[src/hw/hwm_regs_consts.vh]
// Purpose: shared constants of the indexed register port
// Assumes: 25 MHz core clock
// Notes: offsets are index values or port numbers
`ifndef HWM_REGS_CONSTS_VH
`define HWM_REGS_CONSTS_VH
`define HWM_PORT_INDEX 4'h5
`define HWM_PORT_DATA 4'h6
`define HWM_IDX_CFG 7'h40
`define HWM_IDX_STAT1 7'h41
`define HWM_IDX_STAT2 7'h42
`define HWM_IDX_SMSK1 7'h43
`define HWM_IDX_SMSK2 7'h44
`define HWM_IDX_HMSK1 7'h45
`define HWM_IDX_HMSK2 7'h46
`define HWM_IDX_VIDFAN 7'h47
`define HWM_IDX_SBADDR 7'h48
`define HWM_IDX_CHIPID 7'h49
`define HWM_IDX_POST_LAST 7'h1F
`define HWM_IDX_VAL1_LAST 7'h3F
`define HWM_IDX_VAL2_FIRST 7'h60
`define HWM_IDX_VAL2_LAST 7'h7F
`define HWM_RST_CFG 8'h08
`define HWM_RST_HMSK2 8'h40
`define HWM_RST_SBADDR 8'h2D
`define HWM_RST_VIDFAN_HI 4'h5
`define HWM_BIT_START 0
`define HWM_BIT_SMI_EN 1
`define HWM_BIT_HOST_EN 2
`define HWM_BIT_IRQ_OFF 3
`define HWM_BIT_RSTPULSE 4
`define HWM_BIT_NMI_SEL 5
`define HWM_BIT_PWR_BYP 6
`define HWM_BIT_RESTORE 7
`define HWM_BIT_RST_EN 7
`define HWM_RST_PULSE_MS 24'd20
`define HWM_CLK_KHZ 24'd25000
`define HWM_RST_PULSE_CYC (`HWM_RST_PULSE_MS * `HWM_CLK_KHZ)
`endif

[src/hw/hwm_regport.v]
// Purpose: indexed register port, config register and interrupt pin gating
// Assumes: host and serial accessors never overlap; one access strobe per cycle
// Notes: monitoring loop is outside; it pushes status bits and value ram bytes
// Operation
// - seven-bit read/write index selects location
// - busy sets on index write, serial transaction
// - busy clears on data access or serial end
// - decode config, status, masks, vid, address, id
// - pair first registers advance index to second
// - self-test ram 00-1F, advance, hold 1F
// - value ram areas; upper advances, stops 7F
// - data port moves selected byte, resets zero
// - config resets with only irq-off set
// - start bit runs monitoring, else standby
// - clearing start keeps interrupt pins asserted
// - bits 1,2 enable the two interrupt outputs
// - irq-off deasserts outputs and halts monitoring
// - reset-pulse bit drives reset low 20 ms
// - bit 5 selects nmi or irq mode
// - bit 6 drives power bypass pin low
// - restore bit resets all but serial address, ram and a running reset pulse
// - reset-pulse needs mask high bit 7 set
// - status read returns and clears, drops line
`timescale 1ns/10ps
`include "hwm_regs_consts.vh"
module hwm_regport #(
   parameter [23:0] RST_PULSE_CYC = `HWM_RST_PULSE_CYC,
   parameter [7:0] CHIP_ID = 8'h11 // arbitrary value
) (
   input wire core_clk_in,
   input wire reset_n_in,
   input wire host_sel_in,
   input wire [3:0] host_port_in,
   input wire host_wr_in,
   input wire host_rd_in,
   input wire [7:0] host_wdata_in,
   output wire [7:0] host_rdata_out,
   input wire ser_active_in,
   input wire ser_idx_wr_in,
   input wire ser_data_wr_in,
   input wire ser_data_rd_in,
   input wire [7:0] ser_wdata_in,
   input wire [3:0] voltage_id_inputs_in,
   input wire [7:0] stat1_set_in,
   input wire [7:0] stat2_set_in,
   input wire val_wr_in,
   input wire [6:0] val_idx_in,
   input wire [7:0] val_data_in,
   output wire monitor_run_out,
   output reg sysmgmt_irq_out,
   output reg host_irq_out,
   output wire host_irq_nmi_mode_out,
   output wire reset_pin_n_out,
   output wire reset_pin_oe_out,
   output wire pwr_bypass_n_out,
   output wire [7:0] sb_addr_out
);
////////////////////////////////////////////////////////////////////////////////
   reg [6:0] index_bits;
   reg busy;
   reg busy_by_host;
   reg [7:0] data_window;
   reg [7:0] cfg;
   reg [7:0] stat1;
   reg [7:0] stat2;
   reg [7:0] smsk1;
   reg [7:0] smsk2;
   reg [7:0] hmsk1;
   reg [7:0] hmsk2;
   reg [3:0] vidfan_hi;
   reg [7:0] sb_addr;
   reg ser_active_d;
   reg [7:0] sel_data;
   reg [6:0] next_index;

   wire [7:0] ram_rdata;
   wire pulse_active;
   wire pulse_done;
   wire restore;
   wire irq_off;
////////////////////////////////////////////////////////////////////////////////
   // merged access strobes from host ports and the serial side
   wire host_idx_wr = host_sel_in && host_wr_in && host_port_in == `HWM_PORT_INDEX;
   wire host_dat_wr = host_sel_in && host_wr_in && host_port_in == `HWM_PORT_DATA;
   wire host_dat_rd = host_sel_in && host_rd_in && host_port_in == `HWM_PORT_DATA;
   wire idx_wr = host_idx_wr || ser_idx_wr_in;
   wire [7:0] idx_wdata = host_idx_wr ? host_wdata_in : ser_wdata_in;
   wire dat_wr = host_dat_wr || ser_data_wr_in;
   wire dat_rd = host_dat_rd || ser_data_rd_in;
   wire [7:0] dat_wdata = host_dat_wr ? host_wdata_in : ser_wdata_in;
   wire dat_acc = dat_wr || dat_rd;
   wire ser_end = ser_active_d && !ser_active_in;
   wire in_ram = index_bits <= `HWM_IDX_VAL1_LAST || index_bits >= `HWM_IDX_VAL2_FIRST;
   wire ram_we = dat_wr && in_ram;
////////////////////////////////////////////////////////////////////////////////
   hwm_ram u_ram (
      .core_clk_in(core_clk_in),
      .reset_n_in(reset_n_in),
      .wr_en_in(ram_we || val_wr_in),
      .wr_idx_in(ram_we ? index_bits : val_idx_in),
      .wr_data_in(ram_we ? dat_wdata : val_data_in),
      .rd_idx_in(index_bits),
      .rd_data_out(ram_rdata)
   );

   // retrigger blocked in the done cycle, before the pulse bit has dropped
   hwm_pulse #(
      .PULSE_CYC(RST_PULSE_CYC)
   ) u_pulse (
      .core_clk_in(core_clk_in),
      .reset_n_in(reset_n_in),
      .start_in(cfg[`HWM_BIT_RSTPULSE] && smsk2[`HWM_BIT_RST_EN] && !pulse_done),
      .active_out(pulse_active),
      .done_out(pulse_done)
   );
////////////////////////////////////////////////////////////////////////////////
   // read selection for the current index
   always @* begin
      sel_data = 8'h00;
      if (in_ram) begin
         sel_data = ram_rdata;
      end else if (index_bits == `HWM_IDX_CFG) begin
         sel_data = cfg;
      end else if (index_bits == `HWM_IDX_STAT1) begin
         sel_data = stat1;
      end else if (index_bits == `HWM_IDX_STAT2) begin
         sel_data = stat2;
      end else if (index_bits == `HWM_IDX_SMSK1) begin
         sel_data = smsk1;
      end else if (index_bits == `HWM_IDX_SMSK2) begin
         sel_data = smsk2;
      end else if (index_bits == `HWM_IDX_HMSK1) begin
         sel_data = hmsk1;
      end else if (index_bits == `HWM_IDX_HMSK2) begin
         sel_data = hmsk2;
      end else if (index_bits == `HWM_IDX_VIDFAN) begin
         sel_data = {vidfan_hi, voltage_id_inputs_in};
      end else if (index_bits == `HWM_IDX_SBADDR) begin
         sel_data = sb_addr;
      end else if (index_bits == `HWM_IDX_CHIPID) begin
         sel_data = CHIP_ID;
      end
   end
////////////////////////////////////////////////////////////////////////////////
   // pointer advance after a data access
   always @* begin
      next_index = index_bits;
      if (index_bits == `HWM_IDX_STAT1 || index_bits == `HWM_IDX_SMSK1 ||
          index_bits == `HWM_IDX_HMSK1) begin
         next_index = index_bits + 7'h01;
      end else if (index_bits < `HWM_IDX_POST_LAST) begin
         next_index = index_bits + 7'h01;
      end else if (index_bits >= `HWM_IDX_VAL2_FIRST && index_bits < `HWM_IDX_VAL2_LAST) begin
         next_index = index_bits + 7'h01;
      end
   end
////////////////////////////////////////////////////////////////////////////////
   // index pointer and busy flag
   always @(posedge core_clk_in or negedge reset_n_in) begin
      if (!reset_n_in) begin
         index_bits <= 7'h00;
         busy <= 1'b0;
         busy_by_host <= 1'b0;
         ser_active_d <= 1'b0;
      end else if (restore) begin
         // restore returns pointer and busy flag to their power-on values
         index_bits <= 7'h00;
         busy <= 1'b0;
         busy_by_host <= 1'b0;
         ser_active_d <= ser_active_in;
      end else begin
         ser_active_d <= ser_active_in;
         if (idx_wr) begin
            index_bits <= idx_wdata[6:0];
         end else if (dat_acc) begin
            index_bits <= next_index;
         end
         if (host_idx_wr) begin
            busy <= 1'b1;
            busy_by_host <= 1'b1;
         end else if (ser_active_in) begin
            busy <= 1'b1;
         end else if ((dat_acc && busy_by_host) || ser_end) begin
            busy <= 1'b0;
            busy_by_host <= 1'b0;
         end
      end
   end
////////////////////////////////////////////////////////////////////////////////
   // data window latch
   always @(posedge core_clk_in or negedge reset_n_in) begin
      if (!reset_n_in) begin
         data_window <= 8'h00;
      end else if (restore) begin
         data_window <= 8'h00;
      end else if (dat_wr) begin
         data_window <= dat_wdata;
      end else if (dat_rd) begin
         data_window <= sel_data;
      end
   end
   assign host_rdata_out = (host_port_in == `HWM_PORT_INDEX) ? {busy, index_bits} :
                           (host_port_in == `HWM_PORT_DATA) ? sel_data : 8'h00;
////////////////////////////////////////////////////////////////////////////////
   // register writes, status capture and restore
   assign restore = cfg[`HWM_BIT_RESTORE];
   wire wr_cfg = dat_wr && index_bits == `HWM_IDX_CFG;
   wire rd_s1 = dat_rd && index_bits == `HWM_IDX_STAT1;
   wire rd_s2 = dat_rd && index_bits == `HWM_IDX_STAT2;

   // pulse bit held while the pulse runs, dropped after it or without enable
   always @(posedge core_clk_in or negedge reset_n_in) begin
      if (!reset_n_in) begin
         cfg <= `HWM_RST_CFG;
      end else if (restore) begin
         cfg <= `HWM_RST_CFG;
      end else if (wr_cfg) begin
         cfg <= dat_wdata;
         if (pulse_active) begin
            cfg[`HWM_BIT_RSTPULSE] <= 1'b1;
         end
      end else if (pulse_done || (cfg[`HWM_BIT_RSTPULSE] && !smsk2[`HWM_BIT_RST_EN])) begin
         cfg[`HWM_BIT_RSTPULSE] <= 1'b0;
      end
   end

////////////////////////////////////////////////////////////////////////////////
   // event flags: set wins over read-clear

   always @(posedge core_clk_in or negedge reset_n_in) begin
      if (!reset_n_in) begin
         stat1 <= 8'h00;
         stat2 <= 8'h00;
      end else if (restore) begin
         stat1 <= 8'h00;
         stat2 <= 8'h00;
      end else begin
         stat1 <= (rd_s1 ? 8'h00 : stat1) | (monitor_run_out ? stat1_set_in : 8'h00);
         stat2 <= (rd_s2 ? 8'h00 : stat2) | (monitor_run_out ? {1'b0, stat2_set_in[6:0]} : 8'h00);
      end
   end

////////////////////////////////////////////////////////////////////////////////
   // interrupt masks; mask high bit 7 doubles as the reset-pin enable

   always @(posedge core_clk_in or negedge reset_n_in) begin
      if (!reset_n_in) begin
         smsk1 <= 8'h00;
      end else if (restore) begin
         smsk1 <= 8'h00;
      end else if (dat_wr && index_bits == `HWM_IDX_SMSK1) begin
         smsk1 <= dat_wdata;
      end
   end

   always @(posedge core_clk_in or negedge reset_n_in) begin
      if (!reset_n_in) begin
         smsk2 <= 8'h00;
      end else if (restore) begin
         smsk2 <= 8'h00;
      end else if (dat_wr && index_bits == `HWM_IDX_SMSK2) begin
         smsk2 <= dat_wdata;
      end
   end

   always @(posedge core_clk_in or negedge reset_n_in) begin
      if (!reset_n_in) begin
         hmsk1 <= 8'h00;
      end else if (restore) begin
         hmsk1 <= 8'h00;
      end else if (dat_wr && index_bits == `HWM_IDX_HMSK1) begin
         hmsk1 <= dat_wdata;
      end
   end

   always @(posedge core_clk_in or negedge reset_n_in) begin
      if (!reset_n_in) begin
         hmsk2 <= `HWM_RST_HMSK2;
      end else if (restore) begin
         hmsk2 <= `HWM_RST_HMSK2;
      end else if (dat_wr && index_bits == `HWM_IDX_HMSK2) begin
         hmsk2 <= dat_wdata;
      end
   end

   // upper divisor bits only; the low nibble follows the voltage-id pins
   always @(posedge core_clk_in or negedge reset_n_in) begin
      if (!reset_n_in) begin
         vidfan_hi <= `HWM_RST_VIDFAN_HI;
      end else if (restore) begin
         vidfan_hi <= `HWM_RST_VIDFAN_HI;
      end else if (dat_wr && index_bits == `HWM_IDX_VIDFAN) begin
         vidfan_hi <= dat_wdata[7:4];
      end
   end

   // serial address survives a restore
   always @(posedge core_clk_in or negedge reset_n_in) begin
      if (!reset_n_in) begin
         sb_addr <= `HWM_RST_SBADDR;
      end else if (dat_wr && index_bits == `HWM_IDX_SBADDR) begin
         sb_addr <= dat_wdata;
      end
   end

////////////////////////////////////////////////////////////////////////////////
   // interrupt pins, monitor run, reset and bypass pins

   assign irq_off = cfg[`HWM_BIT_IRQ_OFF];
   assign monitor_run_out = cfg[`HWM_BIT_START] && !irq_off;

   // a mask bit of one keeps its flag off the pin
   wire smi_pend = |(stat1 & ~smsk1) || |(stat2[6:0] & ~smsk2[6:0]);
   wire host_pend = |(stat1 & ~hmsk1) || |(stat2[6:0] & ~hmsk2[6:0]);

   // start bit does not enter here, so pins hold when it is cleared
   always @(posedge core_clk_in or negedge reset_n_in) begin
      if (!reset_n_in) begin
         sysmgmt_irq_out <= 1'b0;
      end else begin
         sysmgmt_irq_out <= smi_pend && cfg[`HWM_BIT_SMI_EN] && !irq_off;
      end
   end

   always @(posedge core_clk_in or negedge reset_n_in) begin
      if (!reset_n_in) begin
         host_irq_out <= 1'b0;
      end else begin
         host_irq_out <= host_pend && cfg[`HWM_BIT_HOST_EN] && !irq_off;
      end
   end

   assign host_irq_nmi_mode_out = cfg[`HWM_BIT_NMI_SEL];
   assign pwr_bypass_n_out = !cfg[`HWM_BIT_PWR_BYP];
   assign sb_addr_out = sb_addr;

   // open-drain reset pin: level fixed low, only the enable moves
   assign reset_pin_n_out = 1'b0;
   assign reset_pin_oe_out = pulse_active;
endmodule

[src/hw/hwm_ram.v]
// Purpose: 128-entry byte storage for both ram areas
// Assumes: one write port, combinational read
// Notes: flip-flop storage addressed by index
`timescale 1ns/10ps
module hwm_ram (
   input wire core_clk_in,
   input wire reset_n_in,
   input wire wr_en_in,
   input wire [6:0] wr_idx_in,
   input wire [7:0] wr_data_in,
   input wire [6:0] rd_idx_in,
   output wire [7:0] rd_data_out
);
   reg [7:0] mem [0:127];
   genvar i;
   generate
      for (i = 0; i < 128; i = i + 1) begin : g_ent
         always @(posedge core_clk_in or negedge reset_n_in) begin
            if (!reset_n_in) begin
               mem[i] <= 8'h00;
            end else if (wr_en_in && {25'h0000000, wr_idx_in} == i) begin
               mem[i] <= wr_data_in;
            end
         end
      end
   endgenerate
   assign rd_data_out = mem[rd_idx_in];
endmodule

[src/hw/hwm_pulse.v]
// Purpose: timed low pulse generator
// Assumes: start may stay high for the whole pulse; it is ignored while active
// Notes: count is a parameter so simulation may shorten it
`timescale 1ns/10ps
module hwm_pulse #(
   parameter [23:0] PULSE_CYC = 24'd500000
) (
   input wire core_clk_in,
   input wire reset_n_in,
   input wire start_in,
   output reg active_out,
   output reg done_out
);
   reg [23:0] count;
   always @(posedge core_clk_in or negedge reset_n_in) begin
      if (!reset_n_in) begin
         count <= 24'h000000;
         active_out <= 1'b0;
         done_out <= 1'b0;
      end else begin
         done_out <= 1'b0;
         if (start_in && !active_out) begin
            active_out <= 1'b1;
            count <= PULSE_CYC - 24'h000001;
         end else if (active_out) begin
            if (count == 24'h000000) begin
               active_out <= 1'b0;
               done_out <= 1'b1;
            end else begin
               count <= count - 24'h000001;
            end
         end
      end
   end
endmodule

[config.mk]
export PLATFORM = sky130hd
export DESIGN_NAME = hwm_regport
export DESIGN_NICKNAME = d
export VERILOG_FILES = /design/src/hw/hwm_regport.v /design/src/hw/hwm_ram.v /design/src/hw/hwm_pulse.v
export VERILOG_INCLUDE_DIRS = /design/src /design/src/hw
export SDC_FILE = /design/constraint.sdc
export NUM_CORES = 2
export LEC_CHECK = 0
export BUFFER_PORTS_ARGS = -buffer_cell sky130_fd_sc_hd__buf_2
export CORE_MARGIN = 2
export CORE_UTILIZATION = 57
export CTS_CLUSTER_SIZE = 14
export DETAILED_ROUTE_END_ITERATION = 7
export PLACE_DENSITY_LB_ADDON = 0.12
export SLEW_MARGIN = 20
export SYNTH_ARGS = -nofsm -noshare
export SYNTH_HDL_FRONTEND = slang
export SYNTH_HIERARCHICAL = 1
export SYNTH_SLANG_ARGS = --single-unit
export TNS_END_PERCENT = 10
[constraint.sdc]
create_clock -name core_clk_in -period 3.63 [get_ports core_clk_in]
set_input_delay 0.1815 -clock core_clk_in [delete_from_list [all_inputs] [get_ports core_clk_in]]
set_output_delay 0.1815 -clock core_clk_in [all_outputs]
set_load 0.01 [all_outputs]
==> impl_metrics.yaml <==
critical_path:
  reg2regPathDepth: 12
  crit_family: "multiplexers"
  crit_cells: 10
  cp_max_fo: 7
  slowest_stage: "mux4_2"
  crit_path_end_kind: "output pin"
  cp_common_cell: "mux4_2"
  arrival_ns: 4.36
  critPathLaunchType: "flop"
  required_ns: 3.45
  crit_chain: "buf_12, buf_12, buf_4, mux4_2, mux4_2, mux4_2, mux2_2, o21ai_1, o211ai_1, buf_2"
  cp_num_buf_inv: 4
  cp_slowest_stage_delay_ns: 0.63
  path_class: "reg2out"
placed_design:
  placedCellCount: 4792
  place_area_um2: 56500
  dp_hpwl_um: 94100
  gp_congestion: 0.904
  io_buffers: 85
  pre_cts_ws_ns: -0.615
synth:
  syn_avg_cell_area_um2: 15.1
  synth.most_common_cell: "dfrtp_1"
  synth_common_cells: "dfrtp_1 (1121), mux2_2 (1040), mux4_2 (336), nor2_1 (204), clkbuf_1 (194)"
  synthCells: 3489
  ys_seq_area_frac: 0.537
  ys_seq_elements: 1129
  synth_fp_nets: 3560
  synth_area_leader_cell: "dfrtp_1"
  synth.top_cell.area_share: 0.533
  synth_top_family_by_area: "multiplexers"
  ys_types: 78
  ys_top_cells_by_area: "dfrtp_1 (53%), mux2_2 (22%), mux4_2 (14%)"
  synthArstFlopShare: 1.00
  syn_area_um2: 52700
  synthSimpleGateAreaFrac: 0.0405
  synth_edf_count: 0
  synth-compound-area-share: 0.0280
  synth_xor_area_frac: 0.000832
  muxShareOfSynthArea: 0.370
  synth_adder_area_share: 0.00143
  synthFlopType: "dfrtp_1"
  ys_warn_count: 6
drt:
  drc: 0
  drt_iter0_drc: 2877
  avgViaCountPerCell: 6.50
  num_vias: 33000
  drtPass1Iterations: 6
  ant_nets: 0
  wl_um: 144000
  wl_per_cell_um: 28.4
power:
  p_leak_uw: 0.0286
  ir_worst_vdd_v: 0.000465
  power.density_nw_per_um2: 839
cts:
  clock_sinks: 1129
  numCtsBuffers: 117
  root_buffer: "clkbuf_16"
  cts.path.max_buffers: 3
  cts_tree: "built"
  htree_num_levels: 3
  path_clk_slew_ns: 0.06
  clock_latency_ns: 0.71
global_routing:
  overflow: 0
  grt_pass1_vias: 35000
  grt_pass1_wl_um: 223000
  grt_max_degree: 129
  track_usage: 0.313
  antenna_found_initial: 5
job:
  drv_cap: 0
timing:
  fin_ws_ns: -0.910
  setup_viol: 831
  final_max_slew_viol_count: 0
  fin_skew_ns: 0.0321
  relSlewSlack: 0.252
  rsz0062_at_grt: "true"
  tns_ns: -90.23
  min_period_over_period: 1.25
  period_needed_ns: 4.54
  final_hold_viol_count: 0
  fmax_mhz: 220
  tightest_slew_ns: 1.12
die:
  fp-row-count: 111
  ios: 88
  core_um2: 91700
  initial_core_util: 0.574
  die_w_um: 308
  dieArea_um2: 94800
  die_h_um: 308
cells_and_area:
  layout-drive-gt1-share: 0.540
  multi_input_area_um2: 23700
  fin_util: 0.673
  design_area_um2: 61700
  seq_area_um2: 28300
  n_antenna_cell: 0
  fill_cells: 6358
  nets: 3862
  finalNonFillerCells: 5073
  syn_to_final_growth_pct: 17.1
worst_hold_path:
  holdPathStages: 5
  hold_class: "in2reg"
status:
  status: "complete, but fails checks"
  violations: "negative setup slack"
cells by family (layout without fill, tap and decap cells):
logic type | count (synthesis) | in the layout
muxes | 1398 | 1398
adders and majority gates | 6 | 6
buffers and inverters | 284 | 676
DFF | 1129 | 1129
xor gates and xnor gates | 5 | 5
and+or+nand+nor | 449 | 449
other | 1 | 1
AOI/OAI and AO/OA | 217 | 223
worst reg2reg max path: stages (launching register included):
cell,delay [ns]
dfrtp_4,0.55
buf_6,0.17
buf_12,0.17
ha_1,0.19
and3_1,0.24
o32ai_4,0.10
nor2_2,0.24
mux2_2,0.40
or3b_2,0.49
or2_2,0.35
buf_12,0.18
nor2_4,0.29
mux2_2,0.38
through the flow:
stage | power (µW) | hold WS (ns)
2_1_floorplan | 32000 | -0.114
3_3_place_gp | 37500 | 0.316
3_5_place_dp | 38500 | 0.319
4_1_cts | 51700 | 0.00227
5_1_grt | 54100 | 0.0429
6_report | 51700 | 0.0614
flip-flops by register name, summed over array words and instances, names as in the netlist, 4 cells and up:
name / cells
stat2: 7
cfg: 8
hmsk1: 8
u_pulse/count: 24
smsk1: 8
stat1: 8
index_bits: 7
smsk2: 8
u_ram/mem: 1024
hmsk2: 8
vidfan_hi: 4
sb_addr_out: 8
final timing paths:
check	start	endpoint	slack (ns)
setup / recovery	index_bits[0]	host_rdata_out[4]	-0.91
hold / removal	ser_wdata_in[4]	index_bits[4]	0.06
setup reg to reg	index_bits[0]	u_ram/mem[228]	-0.23
hold reg to reg	u_pulse/count[11]	u_pulse/count[11]	0.49
max in group asynchronous	reset_n_in	u_ram/mem[459]	2.25
min in group asynchronous	reset_n_in	vidfan_hi[3]	0.21
placed cells by master (no fill, tap or decap), drive strengths merged, types with 4 or more instances in the layout:
master and instances:
a221oi 9, or3 7, dfstp 8, buf 407, nor2b 12, nand2b 7, o211ai 7, o22ai 17
dfrtp 1121, and3 10, mux2i 22, o311ai 5, nand3 24, a211o 5, clkbuf 179, o31ai 6
a21oi 57, dlygate4sd3 26, ha 6, nor2 209, nor3 11, nand2 102, or4 9, and3b 4
mux2 1040, nand4 9, nor4 15, or2 6, a22oi 16, xor2 5, o2111ai 4, a31oi 8
o21ai 27, a211oi 41, nor3b 6, mux4 336, clkinv 21, bufinv 11, inv 31
layout make-up:
class                           instances  share of cell area
Timing Repair Buffer                  433              0.0653
Clock buffer                          179              0.0576
Inverter                               28             0.00170
Multi-Input combinational cell       2082               0.384
Sequential cell                      1129               0.459
Clock inverter                         36             0.00838
Tap cell                             1186              0.0241
repair_timing:
item / 4_1_cts / 5_1_grt
setup endpoints to repair: 844 / 1011
hold endpoints to repair: 90 / 0
hold buffers: 26 / 0
setup buffers: 9 / 23
gates cloned: 10 / 0
pin swaps: 8 / 6
gates resized for setup: 92 / 16
routing by layer:
metal | vias up | track usage | share of wire
met5 | - | 0 | 0.00010
met4 | 2 | 0.0939 | 0.031
met3 | 239 | 0.0528 | 0.063
met2 | 1108 | 0.494 | 0.48
met1 | 17900 | 0.450 | 0.43
li1 | 13700 | - | -
power breakdown:
part,switching [µW],internal [µW],leakage [µW],total (µW)
Combinational,8120,10200,0.0116,18400
Sequential,3020,17800,0.0150,20800
Clock,5060,7490,0.00201,12600
Note: power is estimated with default switching activity, not from simulation.
